===== src/logic/sar_adc_map.vh =====
// What this block does
// - Serial result output changes only after a rising serial clock edge or a convert-start fall.
// - Convert-start falling edge begins conversion and puts track-hold into hold.
// - Track-hold returns to tracking on the fourteenth rising serial clock edge.
// - Track-hold is tracking straight after power-up.
// - First conversion after power-up initialises calibration; not needed after power-down.
// - Convert-start falling edge makes the serial output driven low.
// - Serial clock paces the approximation; each bit is output once decided.
// - Result MSB appears after the fourth rising edge, held until the fifth.
// - Frame is three zeros plus twelve bits; host gives sixteen rising edges.
// - Low convert-start at sixteenth falling edge releases output on next convert-start rise.
// - Convert-start raised after edge three, before fourteen, enters partial power-down.
// - Repeating that sequence in partial power-down enters full power-down, reference off.
// - Frame ends in one zero; straight binary unipolar, two's complement bipolar.
`ifndef SAR_ADC_MAP_VH
`define SAR_ADC_MAP_VH
`define RES_BITS 12
`define CNT_W 5
`define CNT_MAX 5'h1f
`define EDGE_PD_MIN 5'h03
`define EDGE_MSB 5'h04
`define EDGE_LSB 5'h0f
`define EDGE_TRACK 5'h0e
`define EDGE_LAST 5'h10
`define PWR_NORMAL 2'h0
`define PWR_PARTIAL 2'h1
`define PWR_FULL 2'h2
`define TRIAL_MSB 12'h800
`endif


===== src/logic/sar_decider.v =====
`timescale 1ns/1ns
`default_nettype none
`include "sar_adc_map.vh"
module sar_decider
(
   input wire clk_sys,
   input wire rst,
   input wire sar_clear,
   input wire sar_step,
   input wire comp_high,
   output reg [11:0] trial_code_ff,
   output reg [11:0] result_ff
);
   reg [11:0] trial_mask_ff;
   reg [11:0] nxt_code;

   // Keep the decided bit, try the next lower one
   always @*
   begin
      nxt_code = (trial_code_ff & ~trial_mask_ff) | (comp_high ? trial_mask_ff : 12'h000)
         | (trial_mask_ff >> 1);
   end

   always @(posedge clk_sys)
   begin
      if (rst)
      begin
         trial_code_ff <= `TRIAL_MSB;
         trial_mask_ff <= 12'h000;
         result_ff <= 12'h000;
      end
      else if (sar_clear)
      begin
         trial_code_ff <= `TRIAL_MSB;
         trial_mask_ff <= `TRIAL_MSB;
      end
      else if (sar_step && (trial_mask_ff != 12'h000))
      begin
         trial_code_ff <= nxt_code;
         trial_mask_ff <= trial_mask_ff >> 1;
         if (trial_mask_ff == 12'h001)
         begin
            result_ff <= nxt_code;
         end
      end
   end
endmodule // sar_decider
`default_nettype wire


===== src/logic/sar_adc_serial_conversion_port.v =====
`timescale 1ns/1ns
`default_nettype none
`include "sar_adc_map.vh"
module sar_adc_serial_conversion_port
(
   input wire clk_sys,
   input wire rst,
   input wire sclk,
   input wire convert_start_line,
   input wire comp_high,
   input wire bipolar_sel,
   output reg dout_ff,
   output reg dout_oe_ff,
   output reg tracking_ff,
   output reg converting_ff,
   output reg calib_done_ff,
   output reg ref_enable_ff,
   output reg [1:0] power_state_ff,
   output reg [11:0] result_word_ff,
   output reg result_valid_ff,
   output wire [11:0] dac_code
);
   reg sclk_prev_ff;
   reg cnv_prev_ff;
   reg [4:0] rise_cnt_ff;
   reg [4:0] fall_cnt_ff;
   reg release_pend_ff;
   reg sar_clear_ff;
   reg [4:0] nxt_rise_cnt;
   reg [1:0] nxt_power_state;
   wire sclk_rise;
   wire sclk_fall;
   wire cnv_fall;
   wire cnv_rise;
   wire data_edge;
   wire sar_step;
   wire [11:0] sar_result;

   // Saturating edge counter step
   function [4:0] count_up;
      input [4:0] cnt;
      begin
         count_up = (cnt == `CNT_MAX) ? cnt : cnt + 5'h01;
      end
   endfunction

   // True when count lies in [lo, hi)
   function in_window;
      input [4:0] cnt;
      input [4:0] lo;
      input [4:0] hi;
      begin
         in_window = (cnt >= lo) && (cnt < hi);
      end
   endfunction

   assign sclk_rise = sclk & ~sclk_prev_ff;
   assign sclk_fall = ~sclk & sclk_prev_ff;
   assign cnv_fall = ~convert_start_line & cnv_prev_ff;
   assign cnv_rise = convert_start_line & ~cnv_prev_ff;
   // A new conversion restarts counting; an edge in the same cycle is not counted
   assign data_edge = sclk_rise && !cnv_fall && converting_ff;

   always @*
   begin
      nxt_rise_cnt = count_up(rise_cnt_ff);
   end

   assign sar_step = data_edge && in_window(nxt_rise_cnt, `EDGE_MSB, `EDGE_LSB + 5'h01);

   sar_decider u_sar
   (
      .clk_sys(clk_sys),
      .rst(rst),
      .sar_clear(sar_clear_ff),
      .sar_step(sar_step),
      .comp_high(comp_high),
      .trial_code_ff(dac_code),
      .result_ff(sar_result)
   );

   always @(posedge clk_sys)
   begin
      if (rst)
      begin
         sclk_prev_ff <= 1'b0;
         cnv_prev_ff <= 1'b1;
      end
      else
      begin
         sclk_prev_ff <= sclk;
         cnv_prev_ff <= convert_start_line;
      end
   end

   // Edge counters since the convert-start fall
   always @(posedge clk_sys)
   begin
      if (rst)
      begin
         rise_cnt_ff <= 5'h00;
         fall_cnt_ff <= 5'h00;
         converting_ff <= 1'b0;
         sar_clear_ff <= 1'b0;
      end
      else
      begin
         sar_clear_ff <= cnv_fall;
         if (cnv_fall)
         begin
            rise_cnt_ff <= 5'h00;
            fall_cnt_ff <= 5'h00;
            converting_ff <= 1'b1;
         end
         else
         begin
            if (data_edge)
            begin
               rise_cnt_ff <= nxt_rise_cnt;
               if (nxt_rise_cnt == `EDGE_LAST)
               begin
                  converting_ff <= 1'b0;
               end
            end
            if (sclk_fall && converting_ff)
            begin
               fall_cnt_ff <= count_up(fall_cnt_ff);
            end
            else if (sclk_fall && fall_cnt_ff != 5'h00)
            begin
               fall_cnt_ff <= count_up(fall_cnt_ff);
            end
         end
      end
   end

   // Serial result output and its drive enable
   always @(posedge clk_sys)
   begin
      if (rst)
      begin
         dout_ff <= 1'b0;
         dout_oe_ff <= 1'b0;
         release_pend_ff <= 1'b0;
      end
      else if (cnv_fall)
      begin
         dout_ff <= 1'b0;
         dout_oe_ff <= 1'b1;
         release_pend_ff <= 1'b0;
      end
      else
      begin
         if (data_edge)
         begin
            if (sar_step)
            begin
               // Bit decided on this edge goes straight out
               if (nxt_rise_cnt == `EDGE_MSB)
               begin
                  dout_ff <= comp_high ^ bipolar_sel;
               end
               else
               begin
                  dout_ff <= comp_high;
               end
            end
            else
            begin
               dout_ff <= 1'b0;
            end
         end
         if (sclk_fall && !convert_start_line && fall_cnt_ff == `EDGE_LAST - 5'h01)
         begin
            release_pend_ff <= 1'b1;
         end
         if (cnv_rise)
         begin
            if (release_pend_ff)
            begin
               dout_oe_ff <= 1'b0;
               release_pend_ff <= 1'b0;
            end
            else if (converting_ff && in_window(rise_cnt_ff, `EDGE_PD_MIN, `EDGE_TRACK))
            begin
               dout_oe_ff <= 1'b0;
            end
         end
      end
   end

   // Track-hold control
   always @(posedge clk_sys)
   begin
      if (rst)
      begin
         tracking_ff <= 1'b1;
      end
      else if (cnv_fall)
      begin
         tracking_ff <= 1'b0;
      end
      else if (data_edge && nxt_rise_cnt == `EDGE_TRACK)
      begin
         tracking_ff <= 1'b1;
      end
   end

   // Result word and calibration status
   always @(posedge clk_sys)
   begin
      if (rst)
      begin
         calib_done_ff <= 1'b0;
         result_word_ff <= 12'h000;
         result_valid_ff <= 1'b0;
      end
      else
      begin
         result_valid_ff <= 1'b0;
         if (data_edge && nxt_rise_cnt == `EDGE_LAST)
         begin
            calib_done_ff <= 1'b1;
            result_valid_ff <= calib_done_ff;
            result_word_ff <= {sar_result[11] ^ bipolar_sel, sar_result[10:0]};
         end
      end
   end

   // Power-down sequencing on the convert-start rise
   always @*
   begin
      nxt_power_state = power_state_ff;
      if (cnv_rise && converting_ff && in_window(rise_cnt_ff, `EDGE_PD_MIN, `EDGE_TRACK))
      begin
         case (power_state_ff)
            `PWR_NORMAL: nxt_power_state = `PWR_PARTIAL;
            `PWR_PARTIAL: nxt_power_state = `PWR_FULL;
            `PWR_FULL: nxt_power_state = `PWR_FULL;
            default: nxt_power_state = `PWR_NORMAL;
         endcase
      end
      else if (cnv_rise && rise_cnt_ff >= `EDGE_TRACK)
      begin
         nxt_power_state = `PWR_NORMAL;
      end
   end

   always @(posedge clk_sys)
   begin
      if (rst)
      begin
         power_state_ff <= `PWR_NORMAL;
         ref_enable_ff <= 1'b1;
      end
      else
      begin
         power_state_ff <= nxt_power_state;
         ref_enable_ff <= (nxt_power_state != `PWR_FULL);
      end
   end
endmodule // sar_adc_serial_conversion_port
`default_nettype wire


===== config.mk =====
export PLATFORM = sky130hd
export DESIGN_NAME = sar_adc_serial_conversion_port
export DESIGN_NICKNAME = d
export VERILOG_FILES = /design/src/logic/sar_decider.v /design/src/logic/sar_adc_serial_conversion_port.v
export VERILOG_INCLUDE_DIRS = /design/src /design/src/logic
export SDC_FILE = /design/constraint.sdc
export NUM_CORES = 1
export LEC_CHECK = 0
export BUFFER_PORTS_ARGS = -buffer_cell sky130_fd_sc_hd__buf_2
export CAP_MARGIN = 20
export CORE_ASPECT_RATIO = 0.7
export CORE_MARGIN = 2
export CORE_UTILIZATION = 42
export CTS_CLUSTER_SIZE = 25
export DETAILED_ROUTE_END_ITERATION = 10
export PLACE_DENSITY = 0.58
export SLEW_MARGIN = 15
export SYNTH_ARGS = -nofsm -noshare
export SYNTH_HDL_FRONTEND = slang
export SYNTH_SLANG_ARGS = --single-unit

===== constraint.sdc =====
create_clock -name clk_sys -period 7.99 [get_ports clk_sys]
set_clock_uncertainty 0.2 [all_clocks]
set_input_delay 1.598 -clock clk_sys [delete_from_list [all_inputs] [get_ports clk_sys]]
set_output_delay 1.598 -clock clk_sys [all_outputs]
set_load 0.005 [all_outputs]

* Word-level counts from Yosys, hierarchy flattened
Cells that the tools add are included.
** Word-level totals
- Flip-flop bits (word level) :: 71
- Bits of input ports :: 6
- Output and inout port bits :: 33
- Word-level logic and storage cells :: 111
** Operators by class
- Add/subtract/negate cells :: 2
- Order comparisons :: 5
- Equality and inequality tests :: 10
- Mux-type cells :: 24
- Bitwise gates (word level) :: 16
- Reduce and logical (&&, ||, !) cells :: 35
** Operator list (number)
- 2-to-1 mux 12 bit :: 3
- 2-to-1 mux 5 bit :: 4
- logical AND 1 bit :: 16
- equality test 5 bit, second input constant :: 3
- 2-to-1 mux 1 bit :: 14
- AND 12 bit :: 1
- equality test 12 x 1 -> 1 bit, second input constant :: 1
- NOT 12 bit :: 1
- OR 12 x 11 -> 12 bit :: 1
- OR 12 bit :: 1
- nonzero test 12 bit :: 1
- nonzero test 2 bit :: 6
- adder 5 x 1 -> 5 bit, second input constant :: 2
- equality test 5 x 4 -> 1 bit, second input constant :: 2
- OR reduction 2 bit :: 4
- NOT 1 bit :: 6
- equality test 5 x 3 -> 1 bit, second input constant :: 1
- >= comparator 5 x 2 -> 1 bit, second input constant :: 1
- >= comparator 5 x 3 -> 1 bit, second input constant :: 1
- >= comparator 5 x 4 -> 1 bit, second input constant :: 1
- < comparator 5 x 4 -> 1 bit, second input constant :: 1
- < comparator 5 bit, second input constant :: 1
- nonzero test 5 bit :: 1
- AND 1 bit :: 4
- other kinds (11) :: 15

* Depth between registers and ports, before layout
Gate-level depths: netlist of run 1.
- Word-level depth :: 9
- Depth in mapped cells :: 9
- Mapped depth without buffers :: 8

* Cells and area by module
Synthesis of run 1 repeated with hierarchy kept, for this count alone.
** Unflattened totals
- Cell total of the unflattened synthesis :: 356
- Area total of the unflattened synthesis :: 3378.2 um^2
** Modules (own cells, without submodules)
- sar_adc_serial_conversion_port :: times used 1, cells an instance 186, area each 1729.2 um^2, seq. area each 700.7 um^2
- sar_decider :: times used 1, cells an instance 170, area each 1649.1 um^2, seq. area each 720.7 um^2

* Worst setup path after synthesis of run 1
OpenSTA, ideal clock, no wires.
- Path kind :: input-to-reg
- From :: input convert_start_line
- To :: register u_sar.result_ff[2]
- Library setup time :: 0.146 ns
- Data arrival time :: 3.316 ns
- Required time :: 7.644 ns
- Path slack :: 4.328 ns
- Cell stages on the path :: 7
- Buffers on the path :: 1
- Cells stage by stage :: inv_1 > ha_1 > nand4bb_2 > a2111oi_4 > nor4b_4 > buf_2 > a211oi_1
** Between the ends
- Word-level cells in the longest chain between the ends :: 8
** RTL lines
- from (decl) :: RTL line sar_adc_serial_conversion_port.v:9 : input wire convert_start_line,
- NOT 1 bit :: RTL line sar_adc_serial_conversion_port.v:59 : assign cnv_fall = ~convert_start_line & cnv_prev_ff;
- AND 1 bit :: RTL line sar_adc_serial_conversion_port.v:59
- named net cnv_fall :: RTL line sar_adc_serial_conversion_port.v:33 : wire cnv_fall;
- logical NOT 1 bit :: RTL line sar_adc_serial_conversion_port.v:62 : assign data_edge = sclk_rise && !cnv_fall && converting_ff;
- logical AND 1 bit (2 in a row) :: RTL line sar_adc_serial_conversion_port.v:62
- logical AND 1 bit :: RTL line sar_adc_serial_conversion_port.v:69 : assign sar_step = data_edge && in_window(nxt_rise_cnt, `EDGE_MSB, `EDGE_LSB + 5'h01);
- logical AND 1 bit :: RTL line sar_decider.v:37 : else if (sar_step && (trial_mask_ff != 12'h000))
- AND reduction 3 bit (no line)
- to (signal assigned) :: RTL line sar_decider.v:43 : result_ff <= nxt_code;
- to (decl) :: RTL line sar_decider.v:12 : output reg [11:0] result_ff
The timed path passes the listed nets, and every way through them passes these cells.
A chain may end at the register's enable or synchronous reset.

* Worst setup path in the final report of run 1
- From :: input convert_start_line
- To :: register u_sar.result_ff[0]
The elaborated chain is that of the path after synthesis.

==> results of run 1 <==
## registers in the layout, summed over array words and instances (netlist names)
| signal | count |
|---|---|
| result_word_ff | 12 |
| u_sar.result_ff | 12 |
| u_sar.trial_code_ff | 12 |
| u_sar.trial_mask_ff | 12 |
| fall_cnt_ff | 5 |
| rise_cnt_ff | 5 |
| power_state_ff | 2 |
| calib_done_ff | 1 |
| cnv_prev_ff | 1 |
| converting_ff | 1 |
| dout_ff | 1 |
| dout_oe_ff | 1 |
| ref_enable_ff | 1 |
| release_pend_ff | 1 |
| result_valid_ff | 1 |
| sar_clear_ff | 1 |
| sclk_prev_ff | 1 |
| tracking_ff | 1 |
## synthesized netlist by cell type, drive strengths merged, types with 2 or more instances
| cell type | n | area (um2) |
|---|---|---|
| a311oi | 11 | 96.3 |
| dfxtp | 71 | 1420 |
| mux2i | 23 | 230 |
| a21oi | 26 | 130 |
| clkbuf | 15 | 57.6 |
| or2 | 3 | 18.8 |
| or3b | 2 | 17.5 |
| nand2 | 7 | 26.3 |
| or3 | 2 | 12.5 |
| nand4 | 3 | 18.8 |
| nand3 | 9 | 45.0 |
| ha | 9 | 113 |
| nor4 | 3 | 18.8 |
| nor4b | 2 | 32.5 |
| and3 | 2 | 12.5 |
| o21ai | 3 | 15.0 |
| nor2 | 51 | 191 |
| a2111oi | 2 | 36.3 |
| a211oi | 24 | 220 |
| xnor2 | 5 | 43.8 |
| nand2b | 4 | 25.0 |
| a41oi | 2 | 17.5 |
| inv | 14 | 52.6 |
| nor2b | 13 | 81.3 |
| buf | 7 | 37.5 |
| nor3 | 6 | 30.0 |
## final cells by class
type	count	area (um2)
Fill cell	732	3720
Multi-Input combinational cell	230	1600
Sequential cell	71	1420
Timing Repair Buffer	40	205
Clock buffer	10	138
Tap cell	98	123
Clock inverter	6	60.1
Inverter	14	52.6
## routing by layer
| layer | global-route usage | share of wire | up-vias |
|---|---|---|---|
| met5 | 0 | 0 | - |
| met4 | 0.0628 | 0.0088 | 0 |
| met3 | 0.0672 | 0.062 | 5 |
| met2 | 0.235 | 0.39 | 65 |
| met1 | 0.275 | 0.54 | 1151 |
| li1 | - | - | 1274 |
## final timing paths
path	endpoint	cells after the start
hold reg to reg	result_valid_ff$_SDFF_PP0_	2
setup reg to reg	u_sar.result_ff[0]$_SDFFE_PP0P_	8
hold / removal	result_valid_ff$_SDFF_PP0_	2
setup / recovery	u_sar.result_ff[0]$_SDFFE_PP0P_	10
## power breakdown
part	total, W	switching [W]	internal [W]
Combinational	0.0000257	0.0000182	0.00000752
Sequential	0.000359	0.00000326	0.000356
Clock	0.000288	0.000137	0.000151
Total	0.000673	0.000158	0.000515
## per-stage QoR
step / hold slack [ns] / cell area [um2] / total power, W / std cells
global route: 0.311 / 3600 / 0.000700 / 469
CTS: 0.274 / 3600 / 0.000684 / 469
finish: 0.273 / 3600 / 0.000673 / 469
detailed placement: 0.251 / 3400 / 0.000393 / 453
global placement: 0.261 / 3400 / 0.000393 / 453
floorplan: 0.255 / 3170 / 0.000385 / 337
## cell families after synthesis
kind of cell,Yosys count
muxes,24
AOI/OAI and AO/OA,77
DFF,71
and+or+nand+nor,114
adders and majority gates,9
buffers and inverters,36
xor gates and xnor gates,6
## critical path: cells and delay by family
family | cells | cell delay (ns)
buffers and inverters | 4 | 0.85
adder cells (fa/ha/maj) | 1 | 0.28
AO/OA/AOI/OAI | 2 | 0.53
AND/OR/NAND/NOR | 3 | 0.66
==> results.cfg, run 1 <==
[clock_network]
cts_root_buf = clkbuf_8
clock-sinks = 71
path_clk_slew_ns = 0.08
cts_max_level = 3
cts_setup_buffers = 0
cts_buffer_depth = 2
cts_hold_buf = 0
clk-insertion-delay-late_ns = 0.35
cts_tree = done
cts_resized = 0
cts_buffers = 9

[pwr]
ir_drop_mv = 0.109
p_leak_nw = 1.51
powerDensity_nw_per_um2 = 187

[routing]
route.detailed.wl_per_inst_um = 15.0
drc = 0
drt_iter0_markers = 113
dr.pass1.iters = 4
viasPerCell = 5.32
routed_wl_um = 7050
num_vias = 2495
postRouteAntennaNets = 0

[synth]
yosysWarningCount = 0
synth_edf_count = 0
synth_adder_area_share = 0.0355
yosys.area_share.simple = 0.191
async_flop_share = 0
ys_seq_elements = 71
synth.mux.area_fraction = 0.0762
ys_types = 49
synth_xor_area_frac = 0.0166
synth-compound-area-share = 0.186
ys_seq_area_frac = 0.449
synth_area_um2 = 3170
synthCells = 337
syn_avg_cell_area_um2 = 9.40
synth_top_family_by_area = simple AND/OR/NAND/NOR gates
synthFlopType = dfxtp_1
syn_nets = 352

[global_routing]
antenna_found_initial = 0
grt_pass1_vias = 2291
track_usage = 0.183
grt_overflow = 0
grt_pass1_wl_um = 11800
grt_max_degree = 40

[timing]
fmax_ghz = 0.259
relSlewSlack = 0.282
tightest_slew_ns = 1.06
finalCriticalPeriod_ns = 3.87
tns_ns = 0
slew_violations = 0
setup_violations = 0
post-route-period-util = 0.484
rsz0062_at_grt = false
finalHoldViolCount = 0
worst_slack_ns = 4.12

[worst_setup_path]
startpoint = convert_start_line
crit_slowest_cell = buf_4
cpMostUsedCell = buf_4
criticalPathCategory = in2reg
max_stage_delay_ns = 0.38
timing.reg2reg.setup_slack_ns = 5.00
crit_path_max_fanout = 33
r2r_start = rise_cnt_ff[1]$_SDFFE_PP0P_
cp_data_required_time_ns = 8.05
startpoint_type = input port
critPathCaptureType = flop
path_cells = buf_2 -> inv_1 -> ha_1 -> nand4bb_2 -> a2111oi_4 -> buf_4 -> nor4b_4 -> buf_4 -> nor2_1 -> a211oi_1
critical_path_arrival_ns = 3.93

[final_layout]
drive_gt1_frac = 0.202
antenna_cells = 0
utilization = 0.492
final_cell_mix = dfxtp_1 (71), nor2_1 (51), buf_2 (38)
layout_commonest_cell = dfxtp_1
nets = 381
syn_to_final_growth_pct = 13.6

[floorplan]
dieArea_um2 = 8260
die_h_um = 76.7
fp-row-count = 26
die_x_um = 108
initial_core_util = 0.433
core_um2 = 7320
io_pins = 39

[placement]
dp_hpwl_um = 4690
gp_congestion = 0.799
preCtsSetupSlack_ns = 3.78
port_buffers = 38

[min_path]
min_from = calib_done_ff$_SDFFE_PP0P_
min_path_type = reg2reg

[job]
maxCapViolCount = 0

[status]
status = complete, no violations
Power figures use the tool's default switching activity.
==> inputs of run 2 (changes only) <==
- clock period: 7.99 -> 3.7 ns (I/O delays scaled with it)
==> run 2 against run 1 <==
Utilization increased by 0.51 points. Clock power increased by 110%. Power increased by 110%. Global-route usage increased by 0.057 points. Hold slack got worse by 0.0082 ns. Cell count increased by 1.3%. Via count increased by 2.5%. Highest routed layer unchanged. Cell area increased by 1.0%. Die area unchanged. Largest cell class unchanged. Setup slack got worse by 3.2 ns. Critical path depth decreased by 1.
==> results.cfg, run 2 (synthesis gave the netlist of run 1 again) <==
[worst_setup_path]
critical_path_arrival_ns = 2.85
crit_path_max_fanout = 22
rr_worst_depth = 7
criticalPathCategory = in2reg
critPathCaptureType = flop
startpoint_type = input port
cp_data_required_time_ns = 3.75

[routing]
postRouteAntennaNets = 0
routed_wl_um = 6950
viasPerCell = 5.39
dr.pass1.iters = 4
num_vias = 2558
route.detailed.wl_per_inst_um = 14.6
drt_iter0_markers = 123
drc = 0

[final_layout]
layout_commonest_cell = dfxtp_1
finalNonFillerCells = 475
nets = 387
utilization = 0.497
final_cell_mix = dfxtp_1 (71), nor2_1 (51), buf_2 (38)
antenna_cells = 0
finalInstanceArea_um2 = 3640
drive_gt1_frac = 0.210
syn_to_final_growth_pct = 14.8

[timing]
finalHoldViolCount = 0
relSlewSlack = 0.631
worst_slack_ns = 0.899
finalCriticalPeriod_ns = 2.80
setup_violations = 0
rsz0062_at_grt = false
slew_violations = 0
fmax_ghz = 0.357
tns_ns = 0
tightest_slew_ns = 0.539
post-route-period-util = 0.757

[clock_network]
cts_buffers = 9
cts_tree = done
cts_max_level = 3
clock-sinks = 71
cts_root_buf = clkbuf_8
path_clk_slew_ns = 0.07
cts_setup_buffers = 0
cts_buffer_depth = 2
cts_hold_buf = 0
cts_resized = 0
clk-insertion-delay-late_ns = 0.34

[floorplan]
fp-row-count = 26
initial_core_util = 0.433
die_x_um = 108
core_um2 = 7320
die_h_um = 76.7
io_pins = 39
dieArea_um2 = 8260

[min_path]
hold_depth = 2
min_path_type = reg2reg

[pwr]
ir_drop_mv = 0.165
powerDensity_nw_per_um2 = 395
p_leak_nw = 1.54

[global_routing]
grt_overflow = 0
grt_pass1_wl_um = 11900
antenna_found_initial = 0
grt_max_degree = 28
track_usage = 0.183
grt_pass1_vias = 2383

[placement]
dp_hpwl_um = 4820
place_area_um2 = 3450
gp_congestion = 0.838
preCtsSetupSlack_ns = 0.593
dp_cells = 459
port_buffers = 38

[status]
status = complete, no violations

[job]
maxCapViolCount = 0
[run 2: cell types whose count changed in the layout (fill, tap and decap cells not counted)]
cell	change
buf_4	+6
clkbuf_1	+2
clkinvlp_4	-2
[run 2: power breakdown]
group	total, W	internal [W]	switching (W)
Sequential	0.000776	0.000770	0.00000681
Combinational	0.0000576	0.0000182	0.0000394
Clock	0.000602	0.000327	0.000275
[run 2: routing by layer]
metal | track usage | part of all wire | up-vias | routed length, um
met4 | 0.0641 | 0.012 | 0 | 85
met3 | 0.0553 | 0.054 | 7 | 372
li1 | - | - | 1294 | -
met1 | 0.269 | 0.53 | 1192 | 3680
met2 | 0.253 | 0.40 | 65 | 2810
met5 | 0 | 0 | - | 0
[run 2: area by class of cell]
cell class / instances / area (um2)
inverter: 14 / 52.6
sequential: 71 / 1420
fill: 703 / 3680
clock inverter: 4 / 45.0
timing repair buffer: 46 / 250
multi-input combinational: 230 / 1600
tap: 98 / 123
clock buffer: 12 / 145
[run 2: path summary, 6_finish.rpt]
check / to / start / slack, ns
min reg2reg: result_valid_ff$_SDFF_PP0_ / calib_done_ff$_SDFFE_PP0P_ / 0.26
max: u_sar.trial_code_ff[8]$_SDFFE_PP0P_ / convert_start_line / 0.90
max reg2reg: result_word_ff[6]$_SDFFE_PP0P_ / rise_cnt_ff[1]$_SDFFE_PP0P_ / 0.92
min: result_valid_ff$_SDFF_PP0_ / calib_done_ff$_SDFFE_PP0P_ / 0.26
[run 2: stage by stage]
stage | hold slack [ns] | power (W)
6_report | 0.265 | 0.00144
3_5_place_dp | 0.245 | 0.000851
3_3_place_gp | 0.258 | 0.000851
2_1_floorplan | 0.255 | 0.000832
5_1_grt | 0.309 | 0.00149
4_1_cts | 0.266 | 0.00147
[run 2: critical path: stages]
cell and delay (ns):
buf_2 0.10, inv_1 0.05, ha_1 0.29, nand4bb_2 0.35, a2111oi_4 0.42, buf_4 0.23, buf_4 0.27, a21oi_1 0.10
a311oi_1 0.28
==> inputs of run 3 (changes only) <==
- PLACE_DENSITY: 0.58 -> 0.6
- clock period: 3.7 -> 2.4 ns (I/O delays scaled with it)
==> run 3 against run 2 <==
Critical path depth fell by 1. Flip-flop and latch count unchanged. Hold slack got worse by 0.10 ns. Cell area rose by 4.6%. Sequential power rose by 55%. Clock power rose by 84%. Sequential share of layout area shrank 1.7 points. First-iteration DRC count decreased by 14%. Non-clock buffer count grew 7. Setup slack lost 0.73 ns. Power grew 67%. Count of clock-buffer cells in the layout is the same. Largest cell class unchanged.
==> results.cfg, run 3 (synthesis gave the netlist of run 1 again) <==
[clock_network]
cts_tree = done
cts_max_level = 3
cts_resized = 0
clk-insertion-delay-late_ns = 0.34
clock-sinks = 71
cts_buffer_depth = 2
path_clk_slew_ns = 0.07
cts_setup_buffers = 0
cts_root_buf = clkbuf_8
cts_buffers = 9
cts_hold_buf = 0

[worst_setup_path]
crit_slowest_cell = or3b_4
max_stage_delay_ns = 0.42
crit_path_max_fanout = 4
critPathCaptureType = flop
criticalPathCategory = reg2reg
rr_worst_depth = 8
critPathTopFamily = simple AND/OR/NAND/NOR gates
r2r-end = fall_cnt_ff[2]$_SDFFE_PP0P_
crit_buf_inv = 0
path_cells = ha_1 -> and3_1 -> ha_1 -> or3b_4 -> a21o_4 -> nor2_1 -> xnor2_1 -> nor2_1
r2r_start = fall_cnt_ff[0]$_SDFFE_PP0P_
cp_data_required_time_ns = 2.42
startpoint_type = flop
timing.reg2reg.setup_slack_ns = 0.17
critical_path_arrival_ns = 2.25

[pwr]
ir_drop_mv = 0.383
powerDensity_nw_per_um2 = 632
p_leak_nw = 1.61

[job]
maxCapViolCount = 0

[placement]
port_buffers = 38
dp_hpwl_um = 4840
preCtsSetupSlack_ns = -0.0557
place_area_um2 = 3550
gp_congestion = 0.901

[timing]
post-route-period-util = 0.928
finalHoldViolCount = 0
slew_violations = 0
rsz0062_at_grt = false
finalCriticalPeriod_ns = 2.23
setup_violations = 0
fmax_ghz = 0.449
tightest_slew_ns = 0.570
worst_slack_ns = 0.172
relSlewSlack = 0.610

[final_layout]
fillCellCount = 699
nets = 394
finalInstanceArea_um2 = 3800
final_cell_mix = dfxtp_1 (71), nor2_1 (51), buf_2 (38)
drive_gt1_frac = 0.237
layout_commonest_cell = dfxtp_1
antenna_cells = 0
syn_to_final_growth_pct = 20.1

[routing]
postRouteAntennaNets = 0
dr.pass1.iters = 4
num_vias = 2517
met1_length_um = 3730
maxUsedRoutingLayer = met4
dr_wl_met2_um = 2720
drc = 0
wl_met3_um = 260
drt_iter0_markers = 106
routed_wl_um = 6780
route.detailed.wl_per_inst_um = 14.1
viasPerCell = 5.22

[floorplan]
die_x_um = 108
fp-row-count = 26
io_pins = 39
core_um2 = 7320
initial_core_util = 0.433
die_h_um = 76.7
dieArea_um2 = 8260

[global_routing]
grt_pass1_wl_um = 11800
grt_overflow = 0
antenna_found_initial = 0
grt_max_degree = 25
grt_pass1_vias = 2452
track_usage = 0.179

[min_path]
hold_depth = 2
min_to = cnv_prev_ff$_SDFF_PP1_
min_from = convert_start_line
min_path_type = in2reg

[status]
status = complete, no violations
==> run 3: worst max-delay path by stage <==
stage,from,to,slack [ns],depth (start not counted)
finish,fall_cnt_ff[0]$_SDFFE_PP0P_,fall_cnt_ff[2]$_SDFFE_PP0P_,0.17,8
global placement,convert_start_line,u_sar.trial_mask_ff[1]$_SDFFE_PP0P_,-0.02,9
CTS,fall_cnt_ff[0]$_SDFFE_PP0P_,fall_cnt_ff[2]$_SDFFE_PP0P_,0.07,8
global route,fall_cnt_ff[0]$_SDFFE_PP0P_,fall_cnt_ff[2]$_SDFFE_PP0P_,0.09,8
floorplan,convert_start_line,u_sar.result_ff[11]$_SDFFE_PP0P_,0.03,8
detailed placement,convert_start_line,u_sar.trial_mask_ff[4]$_SDFFE_PP0P_,-0.06,9
==> run 3: routing by layer <==
| metal | up-vias | track usage |
|---|---|---|
| li1 | 1296 | - |
| met1 | 1166 | 0.266 |
| met2 | 49 | 0.248 |
| met3 | 6 | 0.0536 |
| met4 | 0 | 0.0513 |
| met5 | - | 0 |
==> run 3: report_power, final <==
part / total [W] / switching, W / internal, W
registers: 0.00120 / 0.00000956 / 0.00119
logic: 0.0000980 / 0.0000639 / 0.0000341
clock network: 0.00111 / 0.000436 / 0.000672
total: 0.00240 / 0.000510 / 0.00189
==> run 3: area by class of cell <==
class,count,area (um2),share of cell area
multi-input combinational,230,1630,0.427
sequential,71,1420,0.374
timing repair buffer,53,340,0.0895
clock buffer,12,165,0.0434
tap,98,123,0.0322
clock inverter,4,76.3,0.0201
inverter,14,52.6,0.0138
==> run 3: stage by stage <==
stage,total power (W),utilization,setup TNS (ns),hold WS [ns],std cells
global placement,0.00132,0.485,-0.0861,0.255,466
floorplan,0.00128,-,0,0.255,337
detailed placement,0.00132,0.485,-0.310,0.260,466
CTS,0.00243,0.518,0,0.150,482
finish,0.00240,0.520,0,0.164,482
global route,0.00249,0.520,0,0.164,482
